File: config.mk
export PLATFORM = sky130hd
export DESIGN_NAME = adc_host_port
export DESIGN_NICKNAME = d
export VERILOG_FILES = /design/src/adc_port_pkg.sv /design/src/adc_host_port.sv /design/src/result_buffer.sv
export SDC_FILE = /design/constraint.sdc
export NUM_CORES = 1
export LEC_CHECK = 0
export ABC_CLOCK_PERIOD_IN_PS = 2800
export BUFFER_PORTS_ARGS = -buffer_cell sky130_fd_sc_hd__buf_2
export CAP_MARGIN = 20
export CORE_ASPECT_RATIO = 1.75
export CORE_MARGIN = 2
export CORE_UTILIZATION = 55
export DETAILED_ROUTE_END_ITERATION = 16
export GPL_ROUTABILITY_DRIVEN = 0
export PLACE_DENSITY = 0.76
export SETUP_SLACK_MARGIN = 0.4
export SYNTH_ARGS = -nofsm -noshare
export SYNTH_HDL_FRONTEND = slang
export SYNTH_SLANG_ARGS = --single-unit
export TNS_END_PERCENT = 20
File: constraint.sdc
create_clock -name mclk_i -period 2.8 [get_ports mclk_i]
set_input_delay 0.56 -clock mclk_i [delete_from_list [all_inputs] [get_ports mclk_i]]
set_output_delay 0.56 -clock mclk_i [all_outputs]
set_load 0.05 [all_outputs]
File: src/adc_port_pkg.sv
// Package with constants for the parallel host port of the 12-bit converter.
package adc_port_pkg;
	// Result and control widths.
	localparam int RESULT_W = 12;
	localparam int CTRL_W = 8;
	// Control byte field positions.
	localparam int POWER_HI = 7;
	localparam int POWER_LO = 6;
	localparam int ACQ_BIT = 5;
	localparam int INPUT_BIT = 4;
	localparam int RANGE_BIT = 3;
	localparam int CHAN_HI = 2;
	localparam int CHAN_LO = 0;
	// Power codes.
	localparam logic [1:0] PWR_DOWN = 2'h0;
	localparam logic [1:0] PWR_STANDBY = 2'h1;
	localparam logic [1:0] PWR_NORM_INT = 2'h2;
	localparam logic [1:0] PWR_NORM_EXT = 2'h3;
	// Reset value of the control byte: normal operation, internal clock and acquisition.
	localparam logic [7:0] CTRL_RESET = 8'h80;
	// Acquisition time and conversion length in conversion clock ticks.
	localparam int ACQ_TICKS = 3;
	localparam int CONV_TICKS = 13;
	// Internal oscillator period in ns and the derived system clock count.
	localparam int MCLK_PERIOD_NS = 20;
	localparam int OSC_PERIOD_NS = 220;
	localparam int OSC_DIV = OSC_PERIOD_NS / MCLK_PERIOD_NS;
	localparam int CNT_W = 8;
	// Sequencer states.
	typedef enum logic [1:0] {
		ST_IDLE = 2'b00,
		ST_ACQ = 2'b01,
		ST_CONV = 2'b10
	} seq_state_t;
endpackage

File: src/adc_host_port.sv
// Parallel host port of the successive-approximation converter.
`timescale 1ns/100ps
// Functional notes
// RULE1 - Done output goes low when result ready.
// RULE2 - Read falling edge under select drives result.
// RULE3 - Internal acquisition: write rise latches and starts.
// RULE4 - External acquisition: first write rise starts conversion; the code starts acquisition on it and converts on the second.
// RULE5 - Deselected chip floats all twelve data lines.
// RULE6 - Low eight lines are bidirectional.
// RULE7 - Upper lines are outputs only.
// RULE8 - Host clocks input externally or holds static.
// RULE9 - Power bits pick power and clock mode.
// RULE10 - Bit five picks acquisition mode.
// RULE11 - Bits pick input, range and channel.
// RULE12 - Host holds write high past first tick.
// RULE13 - Reading releases the done output high.
module adc_host_port (
	input wire logic mclk_i,
	input wire logic sys_rst_i,
	input wire logic cs_n_i,
	input wire logic rd_n_i,
	input wire logic wr_n_i,
	input wire logic conv_clk_i,
	input wire logic [7:0] result_bus_i,
	output logic [11:0] result_bus_o,
	output logic [11:0] result_bus_oe_n_o,
	output logic done_n_o,
	input wire logic [11:0] sample_i,
	output logic track_o,
	output logic [1:0] power_clock_select_o,
	output logic acquisition_mode_select_o,
	output logic input_config_select_o,
	output logic range_polarity_select_o,
	output logic [2:0] channel_select_o
);
	// Complete state of the port.
	typedef struct packed {
		adc_port_pkg::seq_state_t state;
		logic [7:0] ctrl;
		logic ext_clk_mode;
		logic rd_n_d;
		logic wr_n_d;
		logic cclk_d;
		logic [7:0] osc_cnt;
		logic [7:0] tick_cnt;
		logic result_valid;
		logic done_n;
		logic driving;
		logic [11:0] dout;
		logic track;
		logic conv_start;
	} port_state_t;

	port_state_t st_r;
	port_state_t st_nxt;
	logic tick;
	logic rd_fall;
	logic wr_rise;
	logic buf_in_ready;
	logic buf_out_valid;
	logic [11:0] buf_out_data;
	logic buf_pop;
	logic conv_done;

	// Decodes whether a power code keeps the chip running.
	function automatic logic is_normal(input logic [1:0] code);
		return code[1];
	endfunction

	// Edges of host strobes, seen only while the chip is selected.
	assign rd_fall = !cs_n_i && st_r.rd_n_d && !rd_n_i; // RULE2
	assign wr_rise = !cs_n_i && !st_r.wr_n_d && wr_n_i; // RULE3 RULE4
	// Conversion tick: falling edge of the external clock, or internal oscillator wrap.
	assign tick = st_r.ext_clk_mode ? (st_r.cclk_d && !conv_clk_i) : // RULE8
		(st_r.osc_cnt == 8'(adc_port_pkg::OSC_DIV - 1));
	assign conv_done = (st_r.state == adc_port_pkg::ST_CONV) && tick &&
		(st_r.tick_cnt == 8'(adc_port_pkg::CONV_TICKS - 1));
	// A new result is dropped from the buffer once the host begins reading it.
	assign buf_pop = rd_fall && buf_out_valid;

	// Results are buffered so that a slow host can leave two unread; a third is dropped while both are waiting.
	result_buffer #(
		.WIDTH(adc_port_pkg::RESULT_W)
	) u_result_buffer (
		.mclk_i(mclk_i),
		.sys_rst_i(sys_rst_i),
		.in_valid_i(conv_done),
		.in_ready_o(buf_in_ready),
		.in_data_i(sample_i),
		.out_valid_o(buf_out_valid),
		.out_ready_i(buf_pop),
		.out_data_o(buf_out_data)
	);

	// Next-state logic for strobes, sequencer and data drive.
	always_comb
	begin
		st_nxt = st_r;
		st_nxt.rd_n_d = rd_n_i;
		st_nxt.wr_n_d = wr_n_i;
		st_nxt.cclk_d = conv_clk_i;
		st_nxt.conv_start = 1'b0;
		// In internal clock mode the free-running oscillator counter wraps every period; in external mode only past 8'hff.
		if (tick && !st_r.ext_clk_mode)
		begin
			st_nxt.osc_cnt = 8'h00;
		end
		else
		begin
			st_nxt.osc_cnt = st_r.osc_cnt + 8'h01;
		end
		unique case (st_r.state)
			adc_port_pkg::ST_IDLE:
			begin
				if (wr_rise)
				begin
					// Only the low eight lines are sampled; upper lines are never inputs.
					st_nxt.ctrl = result_bus_i; // RULE6 RULE7
					// Power-down codes leave clock mode as it was.
					if (is_normal(result_bus_i[adc_port_pkg::POWER_HI:adc_port_pkg::POWER_LO])) // RULE9
					begin
						st_nxt.ext_clk_mode = result_bus_i[adc_port_pkg::POWER_LO];
						st_nxt.tick_cnt = 8'h00;
						// Bit five decides whether acquisition ends on the next write or after a fixed tick count.
						if (result_bus_i[adc_port_pkg::ACQ_BIT]) // RULE10
						begin
							st_nxt.state = adc_port_pkg::ST_ACQ;
							st_nxt.track = 1'b1;
						end
						else
						begin
							st_nxt.state = adc_port_pkg::ST_ACQ;
							st_nxt.track = 1'b1;
							st_nxt.conv_start = 1'b1; // RULE3
						end
					end
				end
			end
			adc_port_pkg::ST_ACQ:
			begin
				// External mode: the next write rise ends acquisition.
				if (st_r.ctrl[adc_port_pkg::ACQ_BIT] && wr_rise) // RULE4
				begin
					st_nxt.state = adc_port_pkg::ST_CONV;
					st_nxt.track = 1'b0;
					st_nxt.tick_cnt = 8'h00;
				end
				// Internal mode: a fixed number of ticks of acquisition.
				else if (!st_r.ctrl[adc_port_pkg::ACQ_BIT] && tick) // RULE12
				begin
					if (st_r.tick_cnt == 8'(adc_port_pkg::ACQ_TICKS - 1))
					begin
						st_nxt.state = adc_port_pkg::ST_CONV;
						st_nxt.track = 1'b0;
						st_nxt.tick_cnt = 8'h00;
					end
					else
					begin
						st_nxt.tick_cnt = st_r.tick_cnt + 8'h01;
					end
				end
			end
			adc_port_pkg::ST_CONV:
			begin
				if (tick)
				begin
					st_nxt.tick_cnt = st_r.tick_cnt + 8'h01;
				end
				if (conv_done)
				begin
					st_nxt.state = adc_port_pkg::ST_IDLE;
				end
			end
			default:
			begin
				st_nxt.state = adc_port_pkg::ST_IDLE;
			end
		endcase
		// Done goes low whenever a result waits; a read start releases it.
		st_nxt.done_n = !(buf_out_valid && !buf_pop) && !conv_done; // RULE1 RULE13
		// Drive starts on a selected read fall and ends on read rise or deselect.
		if (cs_n_i)
		begin
			st_nxt.driving = 1'b0; // RULE5
		end
		else if (rd_fall)
		begin
			st_nxt.driving = 1'b1; // RULE2
			st_nxt.dout = buf_out_data;
		end
		else if (rd_n_i)
		begin
			st_nxt.driving = 1'b0;
		end
	end

	// State register.
	always_ff @(posedge mclk_i)
	begin
		if (sys_rst_i)
		begin
			st_r <= '0;
			st_r.ctrl <= adc_port_pkg::CTRL_RESET;
			st_r.rd_n_d <= 1'b1;
			st_r.wr_n_d <= 1'b1;
			st_r.done_n <= 1'b1;
		end
		else
		begin
			st_r <= st_nxt;
		end
	end

	// Outputs come straight from the state flops.
	assign result_bus_o = st_r.dout;
	assign result_bus_oe_n_o = {12{!st_r.driving}}; // RULE5
	assign done_n_o = st_r.done_n;
	assign track_o = st_r.track;
	assign power_clock_select_o = st_r.ctrl[adc_port_pkg::POWER_HI:adc_port_pkg::POWER_LO]; // RULE9
	assign acquisition_mode_select_o = st_r.ctrl[adc_port_pkg::ACQ_BIT]; // RULE10
	assign input_config_select_o = st_r.ctrl[adc_port_pkg::INPUT_BIT]; // RULE11
	assign range_polarity_select_o = st_r.ctrl[adc_port_pkg::RANGE_BIT]; // RULE11
	assign channel_select_o = st_r.ctrl[adc_port_pkg::CHAN_HI:adc_port_pkg::CHAN_LO]; // RULE11

	// Deselect floats the bus one cycle later.
	property p_float_on_deselect;
		@(posedge mclk_i) disable iff (sys_rst_i) cs_n_i |=> result_bus_oe_n_o == 12'hfff;
	endproperty
	a_float_on_deselect: assert property (p_float_on_deselect) else $error("bus driven while deselected"); // RULE5

	// A selected read fall drives the bus next cycle.
	property p_read_drives;
		@(posedge mclk_i) disable iff (sys_rst_i) rd_fall |=> result_bus_oe_n_o == 12'h000;
	endproperty
	a_read_drives: assert property (p_read_drives) else $error("read did not drive bus"); // RULE2

	// Internal-mode write latches the byte and enters acquisition.
	property p_int_write;
		@(posedge mclk_i) disable iff (sys_rst_i)
		(st_r.state == adc_port_pkg::ST_IDLE && wr_rise && result_bus_i[7] && !result_bus_i[5])
		|=> (st_r.state == adc_port_pkg::ST_ACQ) && track_o && channel_select_o == $past(result_bus_i[2:0]);
	endproperty
	a_int_write: assert property (p_int_write) else $error("internal write did not start"); // RULE3

	// External-mode write during acquisition starts conversion.
	property p_ext_write;
		@(posedge mclk_i) disable iff (sys_rst_i)
		(st_r.state == adc_port_pkg::ST_ACQ && st_r.ctrl[5] && wr_rise) |=> st_r.state == adc_port_pkg::ST_CONV && !track_o;
	endproperty
	a_ext_write: assert property (p_ext_write) else $error("external write did not convert"); // RULE4

	// Finished conversion lowers done next cycle.
	property p_done_low;
		@(posedge mclk_i) disable iff (sys_rst_i) conv_done |=> !done_n_o;
	endproperty
	a_done_low: assert property (p_done_low) else $error("done not asserted"); // RULE1

	// A read start releases done unless a conversion finishes in that cycle.
	property p_done_release;
		@(posedge mclk_i) disable iff (sys_rst_i) (rd_fall && !conv_done) |=> done_n_o;
	endproperty
	a_done_release: assert property (p_done_release) else $error("done not released"); // RULE13

	// Power-down codes keep the clock mode.
	property p_pd_keeps_clk;
		@(posedge mclk_i) disable iff (sys_rst_i)
		(st_r.state == adc_port_pkg::ST_IDLE && wr_rise && !result_bus_i[7]) |=> $stable(st_r.ext_clk_mode);
	endproperty
	a_pd_keeps_clk: assert property (p_pd_keeps_clk) else $error("power-down changed clock mode"); // RULE9

	// External acquisition holds track until a write.
	property p_ext_hold;
		@(posedge mclk_i) disable iff (sys_rst_i)
		(st_r.state == adc_port_pkg::ST_ACQ && st_r.ctrl[5] && !wr_rise) |=> st_r.state == adc_port_pkg::ST_ACQ;
	endproperty
	a_ext_hold: assert property (p_ext_hold) else $error("external acquisition ended early"); // RULE10

	c_conv: cover property (@(posedge mclk_i) conv_done);
	c_read: cover property (@(posedge mclk_i) rd_fall && buf_out_valid);
	c_ext: cover property (@(posedge mclk_i) st_r.state == adc_port_pkg::ST_ACQ && st_r.ctrl[5] && wr_rise);
	// Both buffer entries in use: a slow host is holding two results.
	c_full: cover property (@(posedge mclk_i) buf_out_valid && !buf_in_ready);
endmodule

File: src/result_buffer.sv
// Two-entry valid/ready buffer holding conversion results.
`timescale 1ns/100ps
module result_buffer #(
	parameter int WIDTH = 12
) (
	input wire logic mclk_i,
	input wire logic sys_rst_i,
	input wire logic in_valid_i,
	output logic in_ready_o,
	input wire logic [WIDTH-1:0] in_data_i,
	output logic out_valid_o,
	input wire logic out_ready_i,
	output logic [WIDTH-1:0] out_data_o
);
	// Whole buffer state.
	typedef struct packed {
		logic [1:0][WIDTH-1:0] mem;
		logic wr_ptr;
		logic rd_ptr;
		logic [1:0] count;
	} buf_state_t;

	buf_state_t st_r;
	buf_state_t st_nxt;
	logic push;
	logic pop;

	// Handshakes on both sides; the buffer refuses a push when full.
	assign push = in_valid_i && (st_r.count != 2'h2);
	assign pop = out_ready_i && (st_r.count != 2'h0);
	assign in_ready_o = (st_r.count != 2'h2);
	assign out_valid_o = (st_r.count != 2'h0);
	assign out_data_o = st_r.mem[st_r.rd_ptr];

	// Next-state computation for pointers, count and storage.
	always_comb
	begin
		st_nxt = st_r;
		if (push)
		begin
			st_nxt.mem[st_r.wr_ptr] = in_data_i;
			st_nxt.wr_ptr = ~st_r.wr_ptr;
		end
		if (pop)
		begin
			st_nxt.rd_ptr = ~st_r.rd_ptr;
		end
		st_nxt.count = st_r.count + {1'b0, push} - {1'b0, pop};
	end

	// State register.
	always_ff @(posedge mclk_i)
	begin
		if (sys_rst_i)
		begin
			st_r <= '0;
		end
		else
		begin
			st_r <= st_nxt;
		end
	end
endmodule
==> out/metrics.cfg, run 1 <==
[finish]
antenna_cells=0
n_fill_cell=524
synthToLayoutAreaGrowth_pct=11.9
postLayoutCoreUtil_pct=63.7
drive_gt1_share_pct=24.6
layout.nets=422

[floorplan]
coreArea_um2=5880
fp.dieArea_um2=6750
die_w_um=63.0
start_util_pct=56.9
die_h_um=107
ios=60
core.rowCount=37

[route]
avgRoutedWirePerCell_um=14.1
vias_per_cell=5.45
antenna_left=0
drc=0
num_vias=2550
initialDrtViolationCount=106
drtPass1Iterations=4
drt-total-wl_mm=6.59

[setup_path]
arrival_ns=2.48
start_kind=register
rr_worst_depth=5
path_cells=or4_1 -> or2_4 -> or4b_4 -> mux2i_1 -> nor2_1
path_max_fanout=12
cp_data_required_time_ns=3.01
critPathCaptureType=register
max_stage_delay_ns=0.66
crit_type=register to register
critPathSlowestCell=or4b_4

[timing]
hold_violations=0
hold_slack_ns=0.409
fin_crit_sh_pct=81.0
tightest_slew_ns=0.790
setup_violations=0
fin_skew_ns=0.00824
period_needed_ns=2.27
relSlewSlack_pct=47.2
slew_violations=0
tns_ns=0
fmax_ghz=0.441
grt_setup_unrepaired=false

[logic_synthesis]
synth_largest_area_cell=dfxtp_1
yosys-top-cells-area=dfxtp_1 (44%), mux2i_1 (11%), buf_4 (6.5%)
yosysSeqAreaShare_pct=43.7
synth_seq_cells=73
syn_area_um2=3350
ys_types=46
synth.most_common_cell=dfxtp_1
ys_warn_count=0
synth_flop_cell=dfxtp_1
postSynthAreaPerCell_um2=9.48
postSynth.asyncResetShare_pct=0
synthTopCellsByCount=dfxtp_1 (73), nor2_1 (51), mux2i_1 (36)
synth_cells=353
synth_top_area_share_pct=43.7
synth_edf_count=0
synth_nets=390

[job]
cap_violations=0

[grt]
grt_max_degree=67
grt_pass1_vias=2533
track_usage_pct=20.9
grt_pass1_wl_mm=11.2
overflow=0
antenna_found_initial=0

[cts]
cts_hold_buf=0
htreeDepth=3
clk_path_buf_depth=2
insertion_delay_ns=0.35
cts_tree=built
numCtsBuffers=9
ctsRootBufferMaster=clkbuf_8
cts.sinks=73
clk_pin_slew_ns=0.08

[power]
ir_drop_mv=0.419
leakage_nw=1.59
power_density_nw_per_um2=556

[min_path]
hold_path_depth=2
hp-class=input pin to register

[placement]
io_buffers=59
dpl.hpwl_mm=4.61

[status]
status=finished, final reports clean

-- critical path: cells and delay by family, from the launching register on --
kind / cells / cell delay (ns)
flops: 1 / 0.34
mux: 1 / 0.21
simple gates: 4 / 1.58
-- layout by cell type, fill, tap and decap left out, types with 9 or more instances in the layout --
master / synthesis / routed
nor2_1: 51 / 51
inv_1: 11 / 11
buf_2: 0 / 59
ha_1: 11 / 11
nand2_1: 19 / 19
nor2b_1: 9 / 9
a21oi_1: 12 / 11
dfxtp_1: 73 / 73
mux2i_1: 36 / 36
a211oi_1: 13 / 13
clkbuf_8: 0 / 11
-- state kept, by name, summed over array words and instances (netlist names) --
name                       count
acquisition_mode_select_o      1
u_result_buffer.st_r          28
st_r                          23
result_bus_o                  12
channel_select_o               3
track_o                        1
input_config_select_o          1
power_clock_select_o           2
done_n_o                       1
range_polarity_select_o        1
-- area by class of cell --
type	instances	area [um2]	share of cell area, %
multi-input combinational	225	1600	42.7
sequential	73	1460	39.0
timing repair buffer	65	340	9.09
clock buffer	11	151	4.04
tap	78	97.6	2.61
clock inverter	5	53.8	1.44
inverter	11	41.3	1.10
-- worst paths after layout --
path / from / to / slack (ns)
worst max-delay path: st_r[22] / u_result_buffer.st_r[22] / 0.53
worst min-delay path: wr_n_i / st_r[34] / 0.41
worst max register to register: st_r[22] / u_result_buffer.st_r[22] / 0.53
worst min register to register: power_clock_select_o[0] / power_clock_select_o[0] / 0.46
-- routing by layer --
layer	vias up	track usage, %	routed length [um]
met2	59	36.6	3630
met3	15	5.46	233
met5	-	0	0
met1	1220	22.4	2530
li1	1256	-	-
met4	0	11.7	196
-- repair_timing --
action	in CTS	in global routing
buffers inserted	0	1
resized for setup	0	5
endpoints found under the setup margin	11	33
cloned	0	0
pin swaps	1	1
-- where the power goes --
| group | internal (mW) | switching (mW) |
|---|---|---|
| registers | 1.06 | 0.0133 |
| logic | 0.0502 | 0.126 |
| clock network | 0.457 | 0.380 |
-- metrics by stage --
stage	instances	setup slack [ns]	cell area (um2)	power (mW)
global route	468	0.375	3740	2.16
detailed placement	451	0.367	3500	1.27
finish	468	0.533	3740	2.08
global placement	451	0.410	3500	1.27
floorplan	353	0.556	3350	1.24
CTS	467	0.362	3710	2.10
-- cell families after synthesis --
group / share of synthesized area, %
buf+inv: 9.87
compound gates: 11.2
fa+ha+maj: 4.11
xor+xnor: 2.62
mux: 11.1
flops: 43.7
simple gates: 17.4
(Power assumes the default switching activity.)
==> run 2, diff against run 1 <==
- ABC_CLOCK_PERIOD_IN_PS: 2800 -> 2000
- CORE_UTILIZATION: 55 -> 50
- PLACE_DENSITY: 0.76 -> 0.73
- clock period: 2.8 -> 2 ns (I/O delays scaled with it)
==> run 2 against run 1 <==
The flow now finishes with violations (negative setup slack). Final cell count increased by 5.8%. Register-to-register slack got worse by 0.68 ns. Combinational power grew 49%. Critical path depth did not move. Sequential cell count stayed put. First-iteration DRC count grew 50%. Sequential share of layout area decreased by 3.2 points. Utilization decreased by 0.67 points. Die area is 9.5% higher. Via count increased by 2.1%. Count of clock-buffer cells in the layout is 1 lower. Sequential power grew 40%. Critical endpoint is now u_result_buffer.st_r[19]. Largest power group is now the clock network.
==> out/metrics.cfg, run 2 (synthesis gave the netlist of run 1 again) <==
[power]
ir_drop_mv=0.713  ; +70%
finalPower_mw=3.37  ; +62%
power_density_nw_per_um2=824  ; +48%
leakage_nw=1.77  ; +12%

[cts]
cts_hold_buf=0  ; unchanged
cts.sinks=73  ; unchanged
htreeDepth=3  ; unchanged
numCtsBuffers=9  ; unchanged
cts_tree=built
clk_path_buf_depth=2  ; unchanged
ctsRootBufferMaster=clkbuf_16
insertion_delay_ns=0.33  ; -0.02 ns
clk_pin_slew_ns=0.06  ; -0.02 ns

[grt]
grt_pass1_wl_mm=11.6  ; +4.1%
track_usage_pct=20.2  ; -0.65 points
antenna_found_initial=0  ; unchanged
overflow=0  ; unchanged
grt_max_degree=44  ; -34%
grt_pass1_vias=2664  ; +5.2%

[route]
initialDrtViolationCount=159  ; +50%
avgRoutedWirePerCell_um=14.5  ; +3.0%
num_vias=2604  ; +2.1%
drc=0  ; unchanged
drtPass1Iterations=4  ; unchanged
antenna_left=0  ; unchanged
drt-total-wl_mm=7.18  ; +9.0%
vias_per_cell=5.26  ; -3.5%

[status]
violations=negative setup slack
status=finished with violations

[floorplan]
ios=60  ; unchanged
core.rowCount=39  ; +5.4%
die_h_um=112  ; +4.7%
coreArea_um2=6490  ; +10%
die_w_um=65.8  ; +4.6%
start_util_pct=51.6  ; -5.4 points
fp.dieArea_um2=7390  ; +9.5%

[setup_path]
arrival_ns=2.35  ; -0.13 ns
critPathCaptureType=register
cp_data_required_time_ns=2.20  ; -0.81 ns
path_max_fanout=6  ; -6
crit_type=register to register
start_kind=register

[timing]
slew_violations=0  ; unchanged
relSlewSlack_pct=67.5  ; +20 points
tns_ns=-3.30  ; -3.30 ns
fin_crit_sh_pct=107  ; +26 points
tightest_slew_ns=0.487  ; -0.304 ns
period_needed_ns=2.15  ; -0.120 ns
setup_violations=35  ; +35
hold_violations=0  ; unchanged
hold_slack_ns=0.270  ; -0.139 ns
fin_ws_ns=-0.146  ; -0.680 ns
fmax_ghz=0.466  ; +5.6%
fin_skew_ns=0.00757  ; -0.000661 ns
grt_setup_unrepaired=true

[finish]
layout_common_cells=dfxtp_1 (71), buf_2 (55), nor2_1 (51)
drive_gt1_share_pct=29.3  ; +4.7 points
seq_area_um2=1460  ; +0.17%
multiInputGateArea_um2=1640  ; +2.5%
layout.nets=445  ; +5.5%
antenna_cells=0  ; unchanged
fin_area_um2=4090  ; +9.2%
synthToLayoutAreaGrowth_pct=22.2
n_fill_cell=540  ; +3.1%
final_cells=495  ; +5.8%
largest_reg_flops=28  ; unchanged
largest_register=u_result_buffer.st_r
final_common_cell=dfxtp_1

[placement]
dpl.hpwl_mm=4.93  ; +7.0%
io_buffers=59  ; unchanged
place_area_um2=3710  ; +5.9%
place_inst=477  ; +5.8%

[min_path]
hp-class=input pin to register

[job]
cap_violations=0  ; unchanged

==> run 2: cell count changes in the layout (fill, tap and decap cells not counted), sizes merged <==
cell and delta:
or4b +1, clkinv -1, inv +1, clkinvlp +1, buf +18, clkbuf +3
==> run 2: repair_timing <==
| action | 4_1_cts | 5_1_grt |
|---|---|---|
| endpoints found under the hold margin | 0 | 0 |
| gates resized for setup | 5 | 9 |
| pin swaps | 9 | 4 |
| setup buffers | 1 | 0 |
| gates cloned | 0 | 1 |
| endpoints found under the setup margin | 39 | 43 |
==> run 2: power breakdown <==
part	total (mW)	internal [mW]	switching, mW
Clock	1.61	1.00	0.612
Sequential	1.50	1.48	0.0136
Combinational	0.262	0.0805	0.182
Total	3.37	2.56	0.807
==> run 2: critical path, stage by stage (launching register included) <==
cell and delay (ns):
dfxtp_2 0.32, or4_4 0.54, or2_4 0.28, or4b_4 0.63
mux2i_1 0.20, nor2_1 0.05
==> run 2: path summary, 6_finish.rpt <==
check,start,endpoint,slack [ns],cells past startpoint
max,st_r[24],u_result_buffer.st_r[19],-0.15,5
min,wr_n_i,st_r[34],0.27,2
max reg2reg,st_r[24],u_result_buffer.st_r[19],-0.15,5
min reg2reg,power_clock_select_o[0],power_clock_select_o[0],0.45,2
==> run 2: final cells by class <==
type | count | share of cell area (%)
Sequential cell | 73 | 35.8
Multi-Input combinational cell | 226 | 40.1
Tap cell | 82 | 2.51
Inverter | 11 | 1.01
Clock buffer | 10 | 5.84
Timing Repair Buffer | 87 | 13.2
Clock inverter | 6 | 1.59
==> run 2: layer usage <==
layer  track usage, %  vias up  wire, um
met5                0        -         0
li1                 -     1304         -
met1             22.0     1227      2830
met4             10.1        0       183
met2             36.0       58      3920
met3             3.81       15       243
==> run 2: per-stage QoR <==
stage               setup slack, ns  util, %
CTS                          -0.151     62.3
detailed placement           -0.150     57.1
global route                 -0.209     63.0
finish                       -0.146     63.0
floorplan                    -0.124        -
global placement            -0.0947     57.1
==> run 3, diff against run 2 <==
- CORE_UTILIZATION: 50 -> 51
- SYNTH_HIERARCHICAL: unset -> 1
==> run 3 against run 2 <==
The flow still finishes with violations (negative setup slack). Highest routed layer unchanged. Largest power group is now registers. Total power is 8.1% lower. Count of clock-buffer cells in the layout is 5 higher. Via count is 22% higher. Maximum frequency is 4.9% lower. Critical endpoint is now u_result_buffer/st_r[21]. Sequential cell count stayed put.
==> out/metrics.cfg, run 3 <==
[status]
status=finished with violations
violations=negative setup slack

[power]
swShare_pct=22.3  ; -1.6 points
comb_power_share_pct=6.3  ; -1.5 points
finalPower_mw=3.10  ; -8.1%
leakage_nw=1.90  ; +7.2%
power_switching_uw=691  ; -14%
p_int_mw=2.41  ; -6.1%
seq_power_share_pct=47.7  ; +3.3 points
ir_drop_mv=0.571  ; -20%
clkPwrFrac_pct=45.9  ; -1.9 points
power_density_nw_per_um2=632  ; -23%

[finish]
fin_area_um2=4900  ; +20%
final_cells=564  ; +14%
synthToLayoutAreaGrowth_pct=27.5
largest_reg_flops=28  ; unchanged
postLayoutCoreUtil_pct=67.3  ; +4.3 points
antenna_cells=0  ; unchanged
layout_common_cells=dfxtp_1 (71), buf_2 (53), nand2_1 (44)
final_common_cell=dfxtp_1
n_fill_cell=573  ; +6.1%
layout.nets=510  ; +15%
seq_area_um2=1460  ; unchanged
largest_register=u_result_buffer/st_r
drive_gt1_share_pct=41.0  ; +12 points
multiInputGateArea_um2=2140  ; +31%

[placement]
place_area_um2=4280  ; +15%
place_inst=540  ; +13%
pre_cts_slack_ns=-0.261  ; -0.112 ns
io_buffers=59  ; unchanged
dpl.hpwl_mm=5.73  ; +16%

[setup_path]
path_buf_inv=6  ; +6
crit_type=register to register
startpoint=st_r[24]
max_stage_delay_ns=0.53  ; -0.10 ns
cp_data_required_time_ns=2.26  ; +0.06 ns
arrival_ns=2.52  ; +0.17 ns
critPathCaptureType=register
critPathSlowestCell=or4_4
r2r_start=st_r[24]
crit_top_cell=buf_12
start_kind=register
path_cells=or4_4 -> or3_4 -> inv_4 -> buf_6 -> buf_12 -> buf_8 -> buf_12 -> buf_16 -> nand4_1 -> a21oi_2
critPathTopFamily=simple AND/OR/NAND/NOR gates
path_max_fanout=6  ; unchanged

[grt]
met3_usage_pct=4.40  ; +0.59 points
overflow=0  ; unchanged
grt_busiest_layer=met2
grt_max_degree=66  ; +50%
use_met1_pct=25.2  ; +3.2 points
antenna_found_initial=0  ; unchanged
track_usage_pct=22.4  ; +2.2 points
grt_pass1_wl_mm=15.1  ; +30%
use_met2_pct=40.2  ; +4.2 points
grt_pass1_vias=3188  ; +20%

[timing]
fin_crit_sh_pct=113  ; +5.6 points
tightest_slew_ns=0.663  ; +0.176 ns
tns_ns=-6.18  ; -2.89 ns
grt_setup_unrepaired=true
slew_violations=0  ; unchanged
fin_ws_ns=-0.257  ; -0.111 ns
fin_skew_ns=0.00559  ; -0.00199 ns
relSlewSlack_pct=55.7  ; -12 points
hold_violations=0  ; unchanged
period_needed_ns=2.26  ; +0.111 ns
fmax_ghz=0.443  ; -4.9%
hold_slack_ns=0.273  ; +0.00306 ns
setup_violations=38  ; +8.6%

[route]
vias_per_cell=5.62  ; +6.9%
avgRoutedWirePerCell_um=16.1  ; +11%
antenna_left=0  ; unchanged
drtPass1Iterations=4  ; unchanged
drt-total-wl_mm=9.06  ; +26%
drc=0  ; unchanged
initialDrtViolationCount=150  ; -5.7%
num_vias=3171  ; +22%

[cts]
clk_pin_slew_ns=0.05  ; about the same
numCtsBuffers=9  ; unchanged
insertion_delay_ns=0.33  ; about the same
ctsRootBufferMaster=clkbuf_16
cts_tree=built
cts.sinks=73  ; unchanged
cts_hold_buf=0  ; unchanged
htreeDepth=3  ; unchanged
clk_path_buf_depth=2  ; unchanged

[floorplan]
die_w_um=69.6  ; +5.8%
core.rowCount=41  ; +5.1%
die_h_um=119  ; +5.9%
fp.dieArea_um2=8270  ; +12%
ios=60  ; unchanged
coreArea_um2=7280  ; +12%
start_util_pct=52.8  ; +1.2 points

[logic_synthesis]
synth_largest_area_cell=dfxtp_1
syn_area_um2=3840  ; +15%
ys_warn_count=6  ; +6
synthTopCellsByCount=dfxtp_1 (73), nand2_1 (44), a21oi_1 (31)
synth.most_common_cell=dfxtp_1
synth_seq_cells=73  ; unchanged
yosysSeqAreaShare_pct=38.0  ; -5.7 points
synth_nets=445  ; +14%
synth_flop_cell=dfxtp_1
ys_types=61  ; +33%
postSynthAreaPerCell_um2=9.40  ; -0.85%
postSynth.asyncResetShare_pct=0  ; unchanged
synth_edf_count=0  ; unchanged
yosys-top-cells-area=dfxtp_1 (38%), o31ai_2 (6.2%), buf_4 (5.9%)
synth_top_area_share_pct=38.0  ; -5.7 points
synth_cells=409  ; +16%

[job]
cap_violations=0  ; unchanged

[min_path]
hp-class=input pin to register
hold_start=wr_n_i

## run 3: cell types whose count changed after synthesis, moves of 19 or more
cell	change
a21oi_2	+19
o31ai_2	+19
nand2_1	+25
nor2_1	-36
nand4_1	+24
mux2i_1	-36
a21oi_1	+19
## run 3: repair_timing
item                                    in CTS  in global routing
setup buffers                                2                  3
pin swaps                                   31                 21
endpoints found under the setup margin      38                 52
gates resized for setup                     26                 18
gates cloned                                 3                  1
## run 3: worst paths after layout
kind                            slack (ns)  cells past startpoint                        to
worst max-delay path                 -0.26                     10  u_result_buffer/st_r[21]
worst min-delay path                  0.27                      2                  st_r[34]
worst max register to register       -0.26                     10  u_result_buffer/st_r[21]
worst min register to register        0.45                      2           result_bus_o[0]
## run 3: routing by layer
metal	part of all wire (%)	wire [um]	up-vias
li1	-	-	1575
met2	55	4980	63
met1	39	3580	1516
met4	2.6	234	0
met5	0	0	-
met3	3.0	269	17
## run 3: cells by family (layout without fill, tap and decap cells)
kind of cell | after synthesis | count (layout) | synth area share, %
AO/OA/AOI/OAI | 105 | 105 | 22.2
AND/OR/NAND/NOR | 133 | 133 | 18.5
XOR/XNOR | 7 | 7 | 1.60
buffers and inverters | 67 | 136 | 12.3
adder cells (fa/ha/maj) | 10 | 10 | 3.26
multiplexers | 14 | 14 | 4.10
flip-flops | 73 | 73 | 38.0
## run 3: layout make-up
class	count	share of cell area, %
sequential	73	29.9
multi-input combinational	269	43.7
clock buffer	15	5.26
inverter	12	1.23
timing repair buffer	109	17.7
tap	86	2.19
## run 3: power groups by stage
stage                     Combinational, mW  Sequential (mW)  Clock, mW
after detailed placement              0.190             1.51          0
after global placement                0.189             1.51          0
final                                 0.196             1.48       1.42
after CTS                             0.194             1.48       1.45
after floorplan                       0.127             1.51          0
after global routing                  0.212             1.48       1.53
